[src/rsw_pkg.sv]
// Purpose: Shared constants and types for the reset source controller.
// Assumes: 50 MHz system clock; classic Wishbone register access.
// Notes:   Byte offsets are word aligned; registers sit in data bits 7:0.
package rsw_pkg;

    ////////////////////////////////////////////////////////////////////////
    // Timing
    localparam int CLK_HZ          = 50_000_000;
    localparam int POR_TIMEOUT_MS  = 100;
    localparam int POR_TIMEOUT_CYC = CLK_HZ / 1000 * POR_TIMEOUT_MS;
    localparam int PIN_HOLD_CYC    = 12;

    ////////////////////////////////////////////////////////////////////////
    // Watchdog
    localparam int         WDOG_BITS     = 21;
    localparam int         WDOG_EXP_BASE = 3;
    localparam int         WDOG_DIS_WIN  = 4;
    localparam logic [7:0] WDOG_KICK     = 8'ha5;
    localparam logic [7:0] WDOG_ARM      = 8'hde;
    localparam logic [7:0] WDOG_DIS      = 8'had;
    localparam logic [7:0] WDOG_LOCK     = 8'hff;
    localparam logic [2:0] WDOG_IVL_RST  = 3'h7;
    localparam int         WDOG_STAT_BIT = 4;
    localparam int         WDOG_SEL_BIT  = 7;

    ////////////////////////////////////////////////////////////////////////
    // Register map and cause register layout
    localparam int         ADR_W          = 4;
    localparam logic [3:0] WDOG_CTRL_OFS  = 4'h0;
    localparam logic [3:0] CAUSE_OFS      = 4'h4;
    localparam int         CAUSE_PIN_BIT  = 0;
    localparam int         CAUSE_POR_BIT  = 1;
    localparam int         CAUSE_LOSS_BIT = 2;
    localparam int         CAUSE_WDOG_BIT = 3;
    localparam int         CAUSE_COMP_BIT = 5;
    localparam int         CAUSE_CNV_BIT  = 6;
    localparam logic [15:0] RESET_VECTOR  = 16'h0000;

    ////////////////////////////////////////////////////////////////////////
    // Types
    typedef struct packed {
        logic       stb;
        logic [7:0] data;
    } rsw_wr_type;

    typedef struct packed {
        logic cnv;
        logic comp;
        logic wdog;
        logic loss;
        logic por;
        logic pin;
    } rsw_cause_type;

    typedef enum logic [1:0] {
        ST_POR     = 2'b00,
        ST_STRETCH = 2'b01,
        ST_RUN     = 2'b10
    } rsw_state_type;

endpackage

[src/rsw_wdog.sv]
// Purpose: Watchdog counter with kick, two-write disable and lockout.
// Assumes: Writes arrive as one-cycle strobes on the system clock.
// Notes:   Held in its default state while reinit is high.
`timescale 1ns/10ps
module rsw_wdog
    import rsw_pkg::*;
#(
    parameter int CNT_BITS = WDOG_BITS,
    parameter int EXP_BASE = WDOG_EXP_BASE
) (
    // Clock and reset
    input  wire logic       clk,
    input  wire logic       rst,
    input  wire logic       reinit,
    // Control writes and status
    input  rsw_wr_type      wr,
    output logic [7:0]      ctrl_rd,
    output logic            ovf
);

    logic                active_ff;
    logic                lock_ff;
    logic [2:0]          ivl_ff;
    logic [2:0]          arm_ff;
    logic [CNT_BITS-1:0] cnt_ff;
    logic [CNT_BITS-1:0] lim;
    logic                kick;
    logic                dis_ok;

    always_comb begin
        lim = CNT_BITS'((64'd1 << (2 * (EXP_BASE + int'(ivl_ff)))) - 64'd1);
    end

    assign kick   = wr.stb && (wr.data == WDOG_KICK);
    // Armed window still open and no lockout
    assign dis_ok = wr.stb && (wr.data == WDOG_DIS) && (arm_ff != 3'h0)
                    && !lock_ff;
    assign ctrl_rd = {3'h0, active_ff, 1'b0, ivl_ff};

    ////////////////////////////////////////////////////////////////////////
    always_ff @(posedge clk or posedge rst) begin
        if (rst) begin
            active_ff <= 1'b1;
            lock_ff   <= 1'b0;
            ivl_ff    <= WDOG_IVL_RST;
        end else if (reinit) begin
            active_ff <= 1'b1;
            lock_ff   <= 1'b0;
            ivl_ff    <= WDOG_IVL_RST;
        end else if (wr.stb) begin
            if (kick)
                active_ff <= 1'b1;
            else if (dis_ok)
                active_ff <= 1'b0;
            if (wr.data == WDOG_LOCK)
                lock_ff <= 1'b1;
            if (!wr.data[WDOG_SEL_BIT])
                ivl_ff <= wr.data[2:0];
        end
    end

    // Any other write between the pair closes the window
    always_ff @(posedge clk or posedge rst) begin
        if (rst)
            arm_ff <= 3'h0;
        else if (reinit)
            arm_ff <= 3'h0;
        else if (wr.stb && wr.data == WDOG_ARM)
            arm_ff <= 3'(WDOG_DIS_WIN);
        else if (wr.stb)
            arm_ff <= 3'h0;
        else if (arm_ff != 3'h0)
            arm_ff <= arm_ff - 3'h1;
    end

    always_ff @(posedge clk or posedge rst) begin
        if (rst) begin
            cnt_ff <= '0;
            ovf    <= 1'b0;
        end else begin
            ovf <= active_ff && !reinit && (cnt_ff == lim);
            if (reinit || kick || cnt_ff == lim)
                cnt_ff <= '0;
            else if (active_ff)
                cnt_ff <= cnt_ff + 1'b1;
        end
    end
endmodule

[src/rsw_top.sv]
// Purpose: Reset source controller with cause flags and watchdog.
// Assumes: SYS_RST marks power arrival; analog monitor, comparator and
//          clock-loss one-shot sit outside and report levels.
// Notes:   Core leaves reset at CORE_RST fall, fetching CORE_FETCH_ADDR.
`timescale 1ns/10ps
module rsw_top
    import rsw_pkg::*;
#(
    parameter int POR_CYC  = POR_TIMEOUT_CYC,
    parameter int WDOG_EXP = WDOG_EXP_BASE
) (
    // Clock and reset
    input  wire logic              SYS_CLK,
    input  wire logic              SYS_RST,
    // Wishbone slave
    input  wire logic              WB_CYC_I,
    input  wire logic              WB_STB_I,
    input  wire logic              WB_WE_I,
    input  wire logic [ADR_W-1:0]  WB_ADR_I,
    input  wire logic [3:0]        WB_SEL_I,
    input  wire logic [31:0]       WB_DAT_I,
    output logic [31:0]            WB_DAT_O,
    output logic                   WB_ACK_O,
    // Supply monitor
    input  wire logic              SUPPLY_OK,
    input  wire logic              SUPPLY_MONITOR_ENABLE_PIN,
    // Open-drain reset pin
    input  wire logic              RST_PIN_N_I,
    output logic                   RST_PIN_N_O,
    output logic                   RST_PIN_OE,
    // Other reset sources
    input  wire logic              CLK_MISSING,
    input  wire logic              COMP_OUT,
    input  wire logic              CONVERT_START_N,
    // Detector enable and core control
    output logic                   CLK_DET_EN,
    output logic                   CORE_RST,
    output logic [15:0]            CORE_FETCH_ADDR
);

    localparam int         CW       = $clog2(POR_CYC + 1);
    localparam int         NSYNC    = 6;
    localparam int         I_SUP    = 5;
    localparam int         I_MON    = 4;
    localparam int         I_PIN    = 3;
    localparam int         I_MISS   = 2;
    localparam int         I_COMP   = 1;
    localparam int         I_CNV    = 0;
    // Idle levels: pin, comparator and convert-start rest high
    localparam logic [5:0] SYNC_RST = 6'h0b;

    logic [NSYNC-1:0] async_in;
    logic [NSYNC-1:0] meta_ff;
    logic [NSYNC-1:0] sync_ff;
    rsw_state_type    st_ff;
    rsw_state_type    nxt_st;
    logic [CW-1:0]    cnt_ff;
    rsw_cause_type    cause_ff;
    rsw_cause_type    nxt_cause;
    logic             loss_en_ff;
    logic             comp_en_ff;
    logic             cnv_en_ff;
    logic             core_rst_ff;
    logic             pin_oe_ff;
    logic             pin_o_ff;
    logic [15:0]      fetch_ff;
    logic             ack_ff;
    logic [31:0]      dat_ff;
    logic             sup_low;
    logic             pin_req;
    logic             loss_req;
    logic             comp_req;
    logic             cnv_req;
    logic             hold_req;
    logic             wd_ovf;
    logic [7:0]       wd_rd;
    logic [7:0]       cause_rd;
    logic             wr_fire;
    rsw_wr_type       wd_wr;

    ////////////////////////////////////////////////////////////////////////
    // Pin synchronisers
    assign async_in = {SUPPLY_OK, SUPPLY_MONITOR_ENABLE_PIN, RST_PIN_N_I,
                       CLK_MISSING, COMP_OUT, CONVERT_START_N};

    for (genvar i = 0; i < NSYNC; i++) begin : g_sync
        always_ff @(posedge SYS_CLK or posedge SYS_RST) begin
            if (SYS_RST) begin
                meta_ff[i] <= SYNC_RST[i];
                sync_ff[i] <= SYNC_RST[i];
            end else begin
                meta_ff[i] <= async_in[i];
                sync_ff[i] <= meta_ff[i];
            end
        end
    end

    ////////////////////////////////////////////////////////////////////////
    // Reset requests
    assign sup_low  = sync_ff[I_MON] && !sync_ff[I_SUP];
    assign pin_req  = !sync_ff[I_PIN];
    assign loss_req = loss_en_ff && sync_ff[I_MISS];
    assign comp_req = comp_en_ff && !sync_ff[I_COMP];
    assign cnv_req  = cnv_en_ff && !sync_ff[I_CNV];
    assign hold_req = pin_req || loss_req || comp_req || cnv_req;

    always_comb begin
        nxt_st    = st_ff;
        nxt_cause = '0;
        unique case (st_ff)
            ST_POR: begin
                if (!sup_low && cnt_ff == '0)
                    nxt_st = ST_STRETCH;
            end
            ST_STRETCH: begin
                if (sup_low)
                    nxt_st = ST_POR;
                else if (cnt_ff == '0 && !hold_req)
                    nxt_st = ST_RUN;
            end
            ST_RUN: begin
                if (sup_low)
                    nxt_st = ST_POR;
                else if (hold_req || wd_ovf)
                    nxt_st = ST_STRETCH;
            end
            default: nxt_st = ST_POR;
        endcase
        // Fixed priority keeps the latched cause one-hot
        if (pin_req)
            nxt_cause.pin = 1'b1;
        else if (loss_req)
            nxt_cause.loss = 1'b1;
        else if (comp_req)
            nxt_cause.comp = 1'b1;
        else if (cnv_req)
            nxt_cause.cnv = 1'b1;
        else
            nxt_cause.wdog = 1'b1;
    end

    always_ff @(posedge SYS_CLK or posedge SYS_RST) begin
        if (SYS_RST)
            st_ff <= ST_POR;
        else
            st_ff <= nxt_st;
    end

    // One counter serves both the long supply timeout and the pin stretch
    always_ff @(posedge SYS_CLK or posedge SYS_RST) begin
        if (SYS_RST)
            cnt_ff <= CW'(POR_CYC - 1);
        else if (nxt_st == ST_POR && (st_ff != ST_POR || sup_low))
            cnt_ff <= CW'(POR_CYC - 1);
        else if (nxt_st == ST_STRETCH && (st_ff != ST_STRETCH || hold_req))
            cnt_ff <= CW'(PIN_HOLD_CYC);
        else if (cnt_ff != '0)
            cnt_ff <= cnt_ff - 1'b1;
    end

    always_ff @(posedge SYS_CLK or posedge SYS_RST) begin
        if (SYS_RST)
            cause_ff <= '0;
        else if (st_ff == ST_POR && nxt_st == ST_STRETCH)
            cause_ff <= '{por: 1'b1, default: 1'b0};
        else if (st_ff == ST_RUN && nxt_st == ST_STRETCH)
            cause_ff <= nxt_cause;
    end

    ////////////////////////////////////////////////////////////////////////
    // Outputs toward pin, detector and core
    always_ff @(posedge SYS_CLK or posedge SYS_RST) begin
        if (SYS_RST) begin
            pin_oe_ff   <= 1'b1;
            pin_o_ff    <= 1'b0;
            core_rst_ff <= 1'b1;
            fetch_ff    <= RESET_VECTOR;
        end else begin
            // Only the supply path drives the pin
            pin_oe_ff   <= (nxt_st == ST_POR);
            pin_o_ff    <= 1'b0;
            core_rst_ff <= (nxt_st != ST_RUN);
            fetch_ff    <= RESET_VECTOR;
        end
    end

    assign RST_PIN_OE      = pin_oe_ff;
    assign RST_PIN_N_O     = pin_o_ff;
    assign CORE_RST        = core_rst_ff;
    assign CORE_FETCH_ADDR = fetch_ff;
    assign CLK_DET_EN      = loss_en_ff;

    ////////////////////////////////////////////////////////////////////////
    // Wishbone slave: ack one cycle after request, write at the ack edge
    assign wr_fire = WB_CYC_I && WB_STB_I && WB_WE_I && ack_ff && WB_SEL_I[0];

    always_ff @(posedge SYS_CLK or posedge SYS_RST) begin
        if (SYS_RST) begin
            ack_ff <= 1'b0;
            dat_ff <= '0;
        end else begin
            ack_ff <= WB_CYC_I && WB_STB_I && !ack_ff;
            if (WB_CYC_I && WB_STB_I && !ack_ff) begin
                unique case (WB_ADR_I)
                    WDOG_CTRL_OFS: dat_ff <= {24'h0, wd_rd};
                    CAUSE_OFS:     dat_ff <= {24'h0, cause_rd};
                    default:       dat_ff <= '0;
                endcase
            end
        end
    end

    assign WB_ACK_O = ack_ff;
    assign WB_DAT_O = dat_ff;

    always_comb begin
        cause_rd                 = 8'h00;
        cause_rd[CAUSE_PIN_BIT]  = cause_ff.pin;
        cause_rd[CAUSE_POR_BIT]  = cause_ff.por;
        cause_rd[CAUSE_LOSS_BIT] = cause_ff.loss;
        cause_rd[CAUSE_WDOG_BIT] = cause_ff.wdog;
        cause_rd[CAUSE_COMP_BIT] = cause_ff.comp;
        cause_rd[CAUSE_CNV_BIT]  = cause_ff.cnv;
    end

    // Enables survive the resets they cause so a held level keeps reset on
    always_ff @(posedge SYS_CLK or posedge SYS_RST) begin
        if (SYS_RST) begin
            loss_en_ff <= 1'b0;
            comp_en_ff <= 1'b0;
            cnv_en_ff  <= 1'b0;
        end else if (st_ff == ST_POR) begin
            loss_en_ff <= 1'b0;
            comp_en_ff <= 1'b0;
            cnv_en_ff  <= 1'b0;
        end else if (wr_fire && WB_ADR_I == CAUSE_OFS && !core_rst_ff) begin
            loss_en_ff <= WB_DAT_I[CAUSE_LOSS_BIT];
            comp_en_ff <= WB_DAT_I[CAUSE_COMP_BIT];
            cnv_en_ff  <= WB_DAT_I[CAUSE_CNV_BIT];
        end
    end

    ////////////////////////////////////////////////////////////////////////
    // Watchdog
    assign wd_wr.stb  = wr_fire && WB_ADR_I == WDOG_CTRL_OFS && !core_rst_ff;
    assign wd_wr.data = WB_DAT_I[7:0];

    rsw_wdog #(
        .CNT_BITS (WDOG_BITS),
        .EXP_BASE (WDOG_EXP)
    ) u_wdog (
        .clk     (SYS_CLK),
        .rst     (SYS_RST),
        .reinit  (core_rst_ff),
        .wr      (wd_wr),
        .ctrl_rd (wd_rd),
        .ovf     (wd_ovf)
    );
endmodule

[config.mk]
export PLATFORM = sky130hd
export DESIGN_NAME = rsw_top
export DESIGN_NICKNAME = d
export VERILOG_FILES = /design/src/rsw_pkg.sv /design/src/rsw_wdog.sv /design/src/rsw_top.sv
export SDC_FILE = /design/constraint.sdc
export NUM_CORES = 1
export LEC_CHECK = 0
export ABC_AREA = 1
export BUFFER_PORTS_ARGS = -buffer_cell sky130_fd_sc_hd__buf_2
export CAP_MARGIN = 20
export CORE_ASPECT_RATIO = 0.9
export CORE_UTILIZATION = 60
export CTS_CLUSTER_DIAMETER = 200
export DETAILED_ROUTE_END_ITERATION = 10
export PLACE_DENSITY = 0.86
export SLEW_MARGIN = 20
export SYNTH_ARGS = -nofsm -noshare
export SYNTH_HDL_FRONTEND = slang
export SYNTH_HIERARCHICAL = 1
export SYNTH_SLANG_ARGS = --single-unit
[constraint.sdc]
create_clock -name SYS_CLK -period 5.1 [get_ports SYS_CLK]
set_input_delay 0.51 -clock SYS_CLK [delete_from_list [all_inputs] [get_ports SYS_CLK]]
set_output_delay 0.51 -clock SYS_CLK [all_outputs]
set_load 0.005 [all_outputs]
==> metrics.log <==
[metrics] Die Span X: 99.6 um
[metrics] # nets final: 754
[metrics] largest voltage drop on the vdd net: 0.179 mV
[metrics] arrival time of data at the critical path endpoint: 2.79 ns
[metrics] post-CTS repair timing setup buffer count: 0
[metrics] time the worst path needs with I/O delays and setup: 2.58 ns
[metrics] Slew @ Worst Pin: 0.786 ns
[metrics] aggregate routed wire length: 10000 um
[metrics] cell count after synthesis: 659
[metrics] outcome: completed
[metrics] total area of multi-input combinational cells: 2340 um^2
[metrics] DRC violation total after the first TritonRoute iteration: 167
[metrics] Global Route met1 Usage: 32.1%
[metrics] power per cell area: 245 nW/um^2
[metrics] category of the worst setup path launch point: primary input
[metrics] number of rows created at floorplan: 31
[metrics] register area: 2210 um^2
[metrics] pre-CTS worst setup slack: 2.19 ns
[metrics] Clock Root Buffer: sky130_fd_sc_hd__clkbuf_8
[metrics] Synth cell types: 40
[metrics] CTS tree: done
[metrics] WL/cell: 12.2 um
[metrics] Synth Warn #: 6
[metrics] Critical-path top delay cell: sky130_fd_sc_hd__nor3_1
[metrics] MaxCap Viol Count: 0
[metrics] sum of buffers and inverters on the critical path: 2
[metrics] leakage power summed over all cells: 0.00269 uW
[metrics] critical path class: in2reg
[metrics] headroom to the max-slew limit: 46.9%
[metrics] post-route clock period utilization: 50.6%
[metrics] Final setup violation count: 0
[metrics] final std cells w/o fill: 818
[metrics] Core Box Area: 8180 um^2
[metrics] number of buffers created by CTS: 9
[metrics] cts hold-fix bufs: 0
[metrics] largest delay contributor family on the critical path: simple AND/OR/NAND/NOR gates
[metrics] floorplan die area: 8940 um^2
[metrics] worst path setup slack after routing: 2.52 ns
[metrics] Via Count: 4158
[metrics] Reg-to-Reg End: u_wdog/cnt_ff[4]$_DFFE_PP0P_
[metrics] maximum fanout encountered on the critical timing path: 20
[metrics] final number of max-transition violations: 0
[metrics] fraction of met2 tracks used by global routing: 40.5%
[metrics] setup repair after global routing missed its margin: no
[metrics] GR peak layer: met2
[metrics] number of fill cells in the layout: 654
[metrics] sequential cell area fraction in the yosys report: 43.0%
[metrics] reg-to-reg slack, setup: 2.73 ns
[metrics] area grow syn2layout: 5.82%
[metrics] kind of path behind the tightest hold check: in2async
[metrics] aggregate global routing overflow: 0
[metrics] maximum count of clock buffers along a single path: 2
[metrics] fraction of layout instances using a drive strength above 1: 17.1%
[metrics] post-synthesis async set-or-reset flop share: 100%
[metrics] initial core utilization: 62.8%
[metrics] required time of the critical path: 5.31 ns
[metrics] Primary FF master, synth: sky130_fd_sc_hd__dfrtp_1
[metrics] floorplan die height: 89.8 um
[metrics] vias in the first global route: 4003
[metrics] cell count after placement: 802
[metrics] Sinks on Clock Net: 87
[metrics] via/cell ratio: 5.08
[metrics] final antenna diode count: 0
[metrics] final hold violation count: 0
[metrics] startpoint of the most critical register-to-register path: CORE_RST$_DFF_PP1_
[metrics] GR Layer Usage met3: 5.99%
[metrics] crit path cell chain: buf_2 -> nor2_1 -> nand3_1 -> nor3_1 -> inv_1 -> nor3_1 -> a21oi_1 -> nand2_2 -> nor2_1
[metrics] average footprint of a synthesized cell: 7.80 um^2
[metrics] Worst Reg2Reg Path Length in Cells: 8
[metrics] number of flops mapped to enable cells by yosys: 0
[metrics] pin count of the biggest net entering global routing: 58
[metrics] Synth Register Bits: 87
[metrics] max frequency: 0.388 GHz
[metrics] antenna violations before repair: 0
[metrics] final weighted congestion of routability-driven global placement: 0.902
[metrics] clock latency at the later pin of the worst-skew pair: 0.35 ns
[metrics] area of the mapped netlist: 5140 um^2
[metrics] total DRC errors in the routed layout: 0
[metrics] Layout Skew: 0.0107 ns
[metrics] GRT Total Usage: 24.5%
[metrics] Top Ports: 104
[metrics] drt first pass iters: 5
[metrics] Clock H-tree levels: 3
[metrics] Clock Pin Slew Worst Setup and Hold Paths: 0.09 ns
[metrics] final antenna-violating net count: 0
[metrics] Largest stage delay, worst path: 0.60 ns
[metrics] cts repair resizes: 0
[metrics] first-pass GRT wire length: 17600 um
[metrics] HPWL Detailed: 7360 um
[metrics] Setup TNS: 0 ns
[metrics] Port Buffers: 35
[metrics] Critical Path Sink Type: flip-flop
## per-stage QoR
stage	instance area (um^2)	hold WS, ns	power, uW	utilization [%]
floorplan	5300	0.331	846	-
global placement	5240	0.333	850	64.0
detailed placement	5240	0.335	858	64.0
CTS	5440	0.245	1340	66.5
global route	5440	0.239	1390	66.5
finish	5440	0.249	1330	66.5
## placed cells by master, fill, tap and decap left out, types with 2 or more instances in the layout
master	count
sky130_fd_sc_hd__or2_2	2
sky130_fd_sc_hd__nor2_4	5
sky130_fd_sc_hd__xor2_1	20
sky130_fd_sc_hd__clkinvlp_4	2
sky130_fd_sc_hd__clkbuf_8	10
sky130_fd_sc_hd__nand2_1	138
sky130_fd_sc_hd__a21oi_2	3
sky130_fd_sc_hd__inv_2	3
sky130_fd_sc_hd__buf_2	35
sky130_fd_sc_hd__conb_1	45
sky130_fd_sc_hd__nor2_2	16
sky130_fd_sc_hd__o21ai_0	20
sky130_fd_sc_hd__nor3_1	15
sky130_fd_sc_hd__nand3b_1	2
sky130_fd_sc_hd__nand3_4	2
sky130_fd_sc_hd__buf_4	2
sky130_fd_sc_hd__o2111ai_1	2
sky130_fd_sc_hd__o21ai_1	2
sky130_fd_sc_hd__xnor2_1	8
sky130_fd_sc_hd__dfstp_2	25
sky130_fd_sc_hd__o22ai_1	7
sky130_fd_sc_hd__nand4_1	17
sky130_fd_sc_hd__nor4_1	3
sky130_fd_sc_hd__dfrtp_1	62
sky130_fd_sc_hd__nand2_2	5
sky130_fd_sc_hd__inv_1	90
sky130_fd_sc_hd__nand3_2	2
sky130_fd_sc_hd__a21oi_1	11
sky130_fd_sc_hd__nand3_1	39
sky130_fd_sc_hd__ha_1	5
sky130_fd_sc_hd__nor2_1	91
## kinds of logic after synthesis
| kind of cell | share of synthesized area (%) |
|---|---|
| AND/OR/NAND/NOR | 30.3 |
| XOR/XNOR | 4.77 |
| other | 0.146 |
| flip-flops | 43.0 |
| AO/OA/AOI/OAI | 5.99 |
| buffers and inverters | 14.6 |
| adder cells (fa/ha/maj) | 1.22 |
## worst max-delay path by stage
stage                start                             to  cells after the start  slack, ns
3_3_place_gp   WB_ADR_I[1]   u_wdog/cnt_ff[8]$_DFFE_PP0P_                      9       2.27
6_report       WB_ADR_I[1]   u_wdog/cnt_ff[4]$_DFFE_PP0P_                      9       2.52
4_1_cts        WB_ADR_I[1]   u_wdog/cnt_ff[4]$_DFFE_PP0P_                      9       2.57
2_1_floorplan  WB_ADR_I[1]  u_wdog/cnt_ff[15]$_DFFE_PP0P_                      9       2.95
5_1_grt        WB_ADR_I[1]   u_wdog/cnt_ff[7]$_DFFE_PP0P_                      9       2.23
3_5_place_dp   WB_ADR_I[1]   u_wdog/cnt_ff[4]$_DFFE_PP0P_                      9       2.19
## worst reg2reg max path, delay by kind of cell, from the launching register on
kind                   cells  cell delay, ns
AO/OA/AOI/OAI              1            0.16
flip-flops                 1            0.42
buffers and inverters      2            0.24
AND/OR/NAND/NOR            5            1.41
## cell usage after synthesis (3+ instances only)
cell type | n | area [um^2]
sky130_fd_sc_hd__xor2_1 | 20 | 175
sky130_fd_sc_hd__a21oi_2 | 3 | 26.3
sky130_fd_sc_hd__nor2_4 | 5 | 56.3
sky130_fd_sc_hd__a21oi_1 | 11 | 55.1
sky130_fd_sc_hd__o21ai_0 | 20 | 100
sky130_fd_sc_hd__nor4_1 | 3 | 18.8
sky130_fd_sc_hd__nand2_2 | 5 | 31.3
sky130_fd_sc_hd__ha_1 | 5 | 62.6
sky130_fd_sc_hd__nor2_1 | 91 | 342
sky130_fd_sc_hd__nand2_1 | 138 | 518
sky130_fd_sc_hd__xnor2_1 | 8 | 70.1
sky130_fd_sc_hd__nand4_1 | 17 | 106
sky130_fd_sc_hd__dfstp_2 | 25 | 657
sky130_fd_sc_hd__buf_6 | 4 | 45.0
sky130_fd_sc_hd__buf_4 | 47 | 353
sky130_fd_sc_hd__nor2_2 | 16 | 100
sky130_fd_sc_hd__o22ai_1 | 7 | 43.8
sky130_fd_sc_hd__dfrtp_1 | 62 | 1550
sky130_fd_sc_hd__nand3_1 | 39 | 195
sky130_fd_sc_hd__nor3_1 | 15 | 75.1
sky130_fd_sc_hd__inv_1 | 91 | 342
## final cells by class
type	count	share of cell area [%]
Inverter	93	6.42
Multi-Input combinational cell	470	43.1
Tap cell	115	2.64
Timing Repair Buffer	37	3.50
Clock inverter	6	1.24
Sequential cell	87	40.6
Clock buffer	10	2.53
## where the power goes
part / total (uW) / switching (uW) / internal [uW]
Combinational: 109 / 74.3 / 34.3
Clock: 484 / 243 / 241
Sequential: 738 / 15.0 / 723
Total: 1330 / 332 / 999
## state kept, by name (all words and copies together) (netlist names), 2 cells and up
register	count
cnt_ff	23
u_wdog/cnt_ff	21
WB_DAT_O	8
cause_ff	6
meta_ff	6
sync_ff	6
u_wdog/arm_ff	3
u_wdog/ivl_ff	3
st_ff	2
## metal layers
metal	wire length (um)	vias up
li1	-	2055
met1	4530	1952
met2	4910	137
met3	463	14
met4	109	0
met5	0	-
Power figures use the tool's default switching activity.
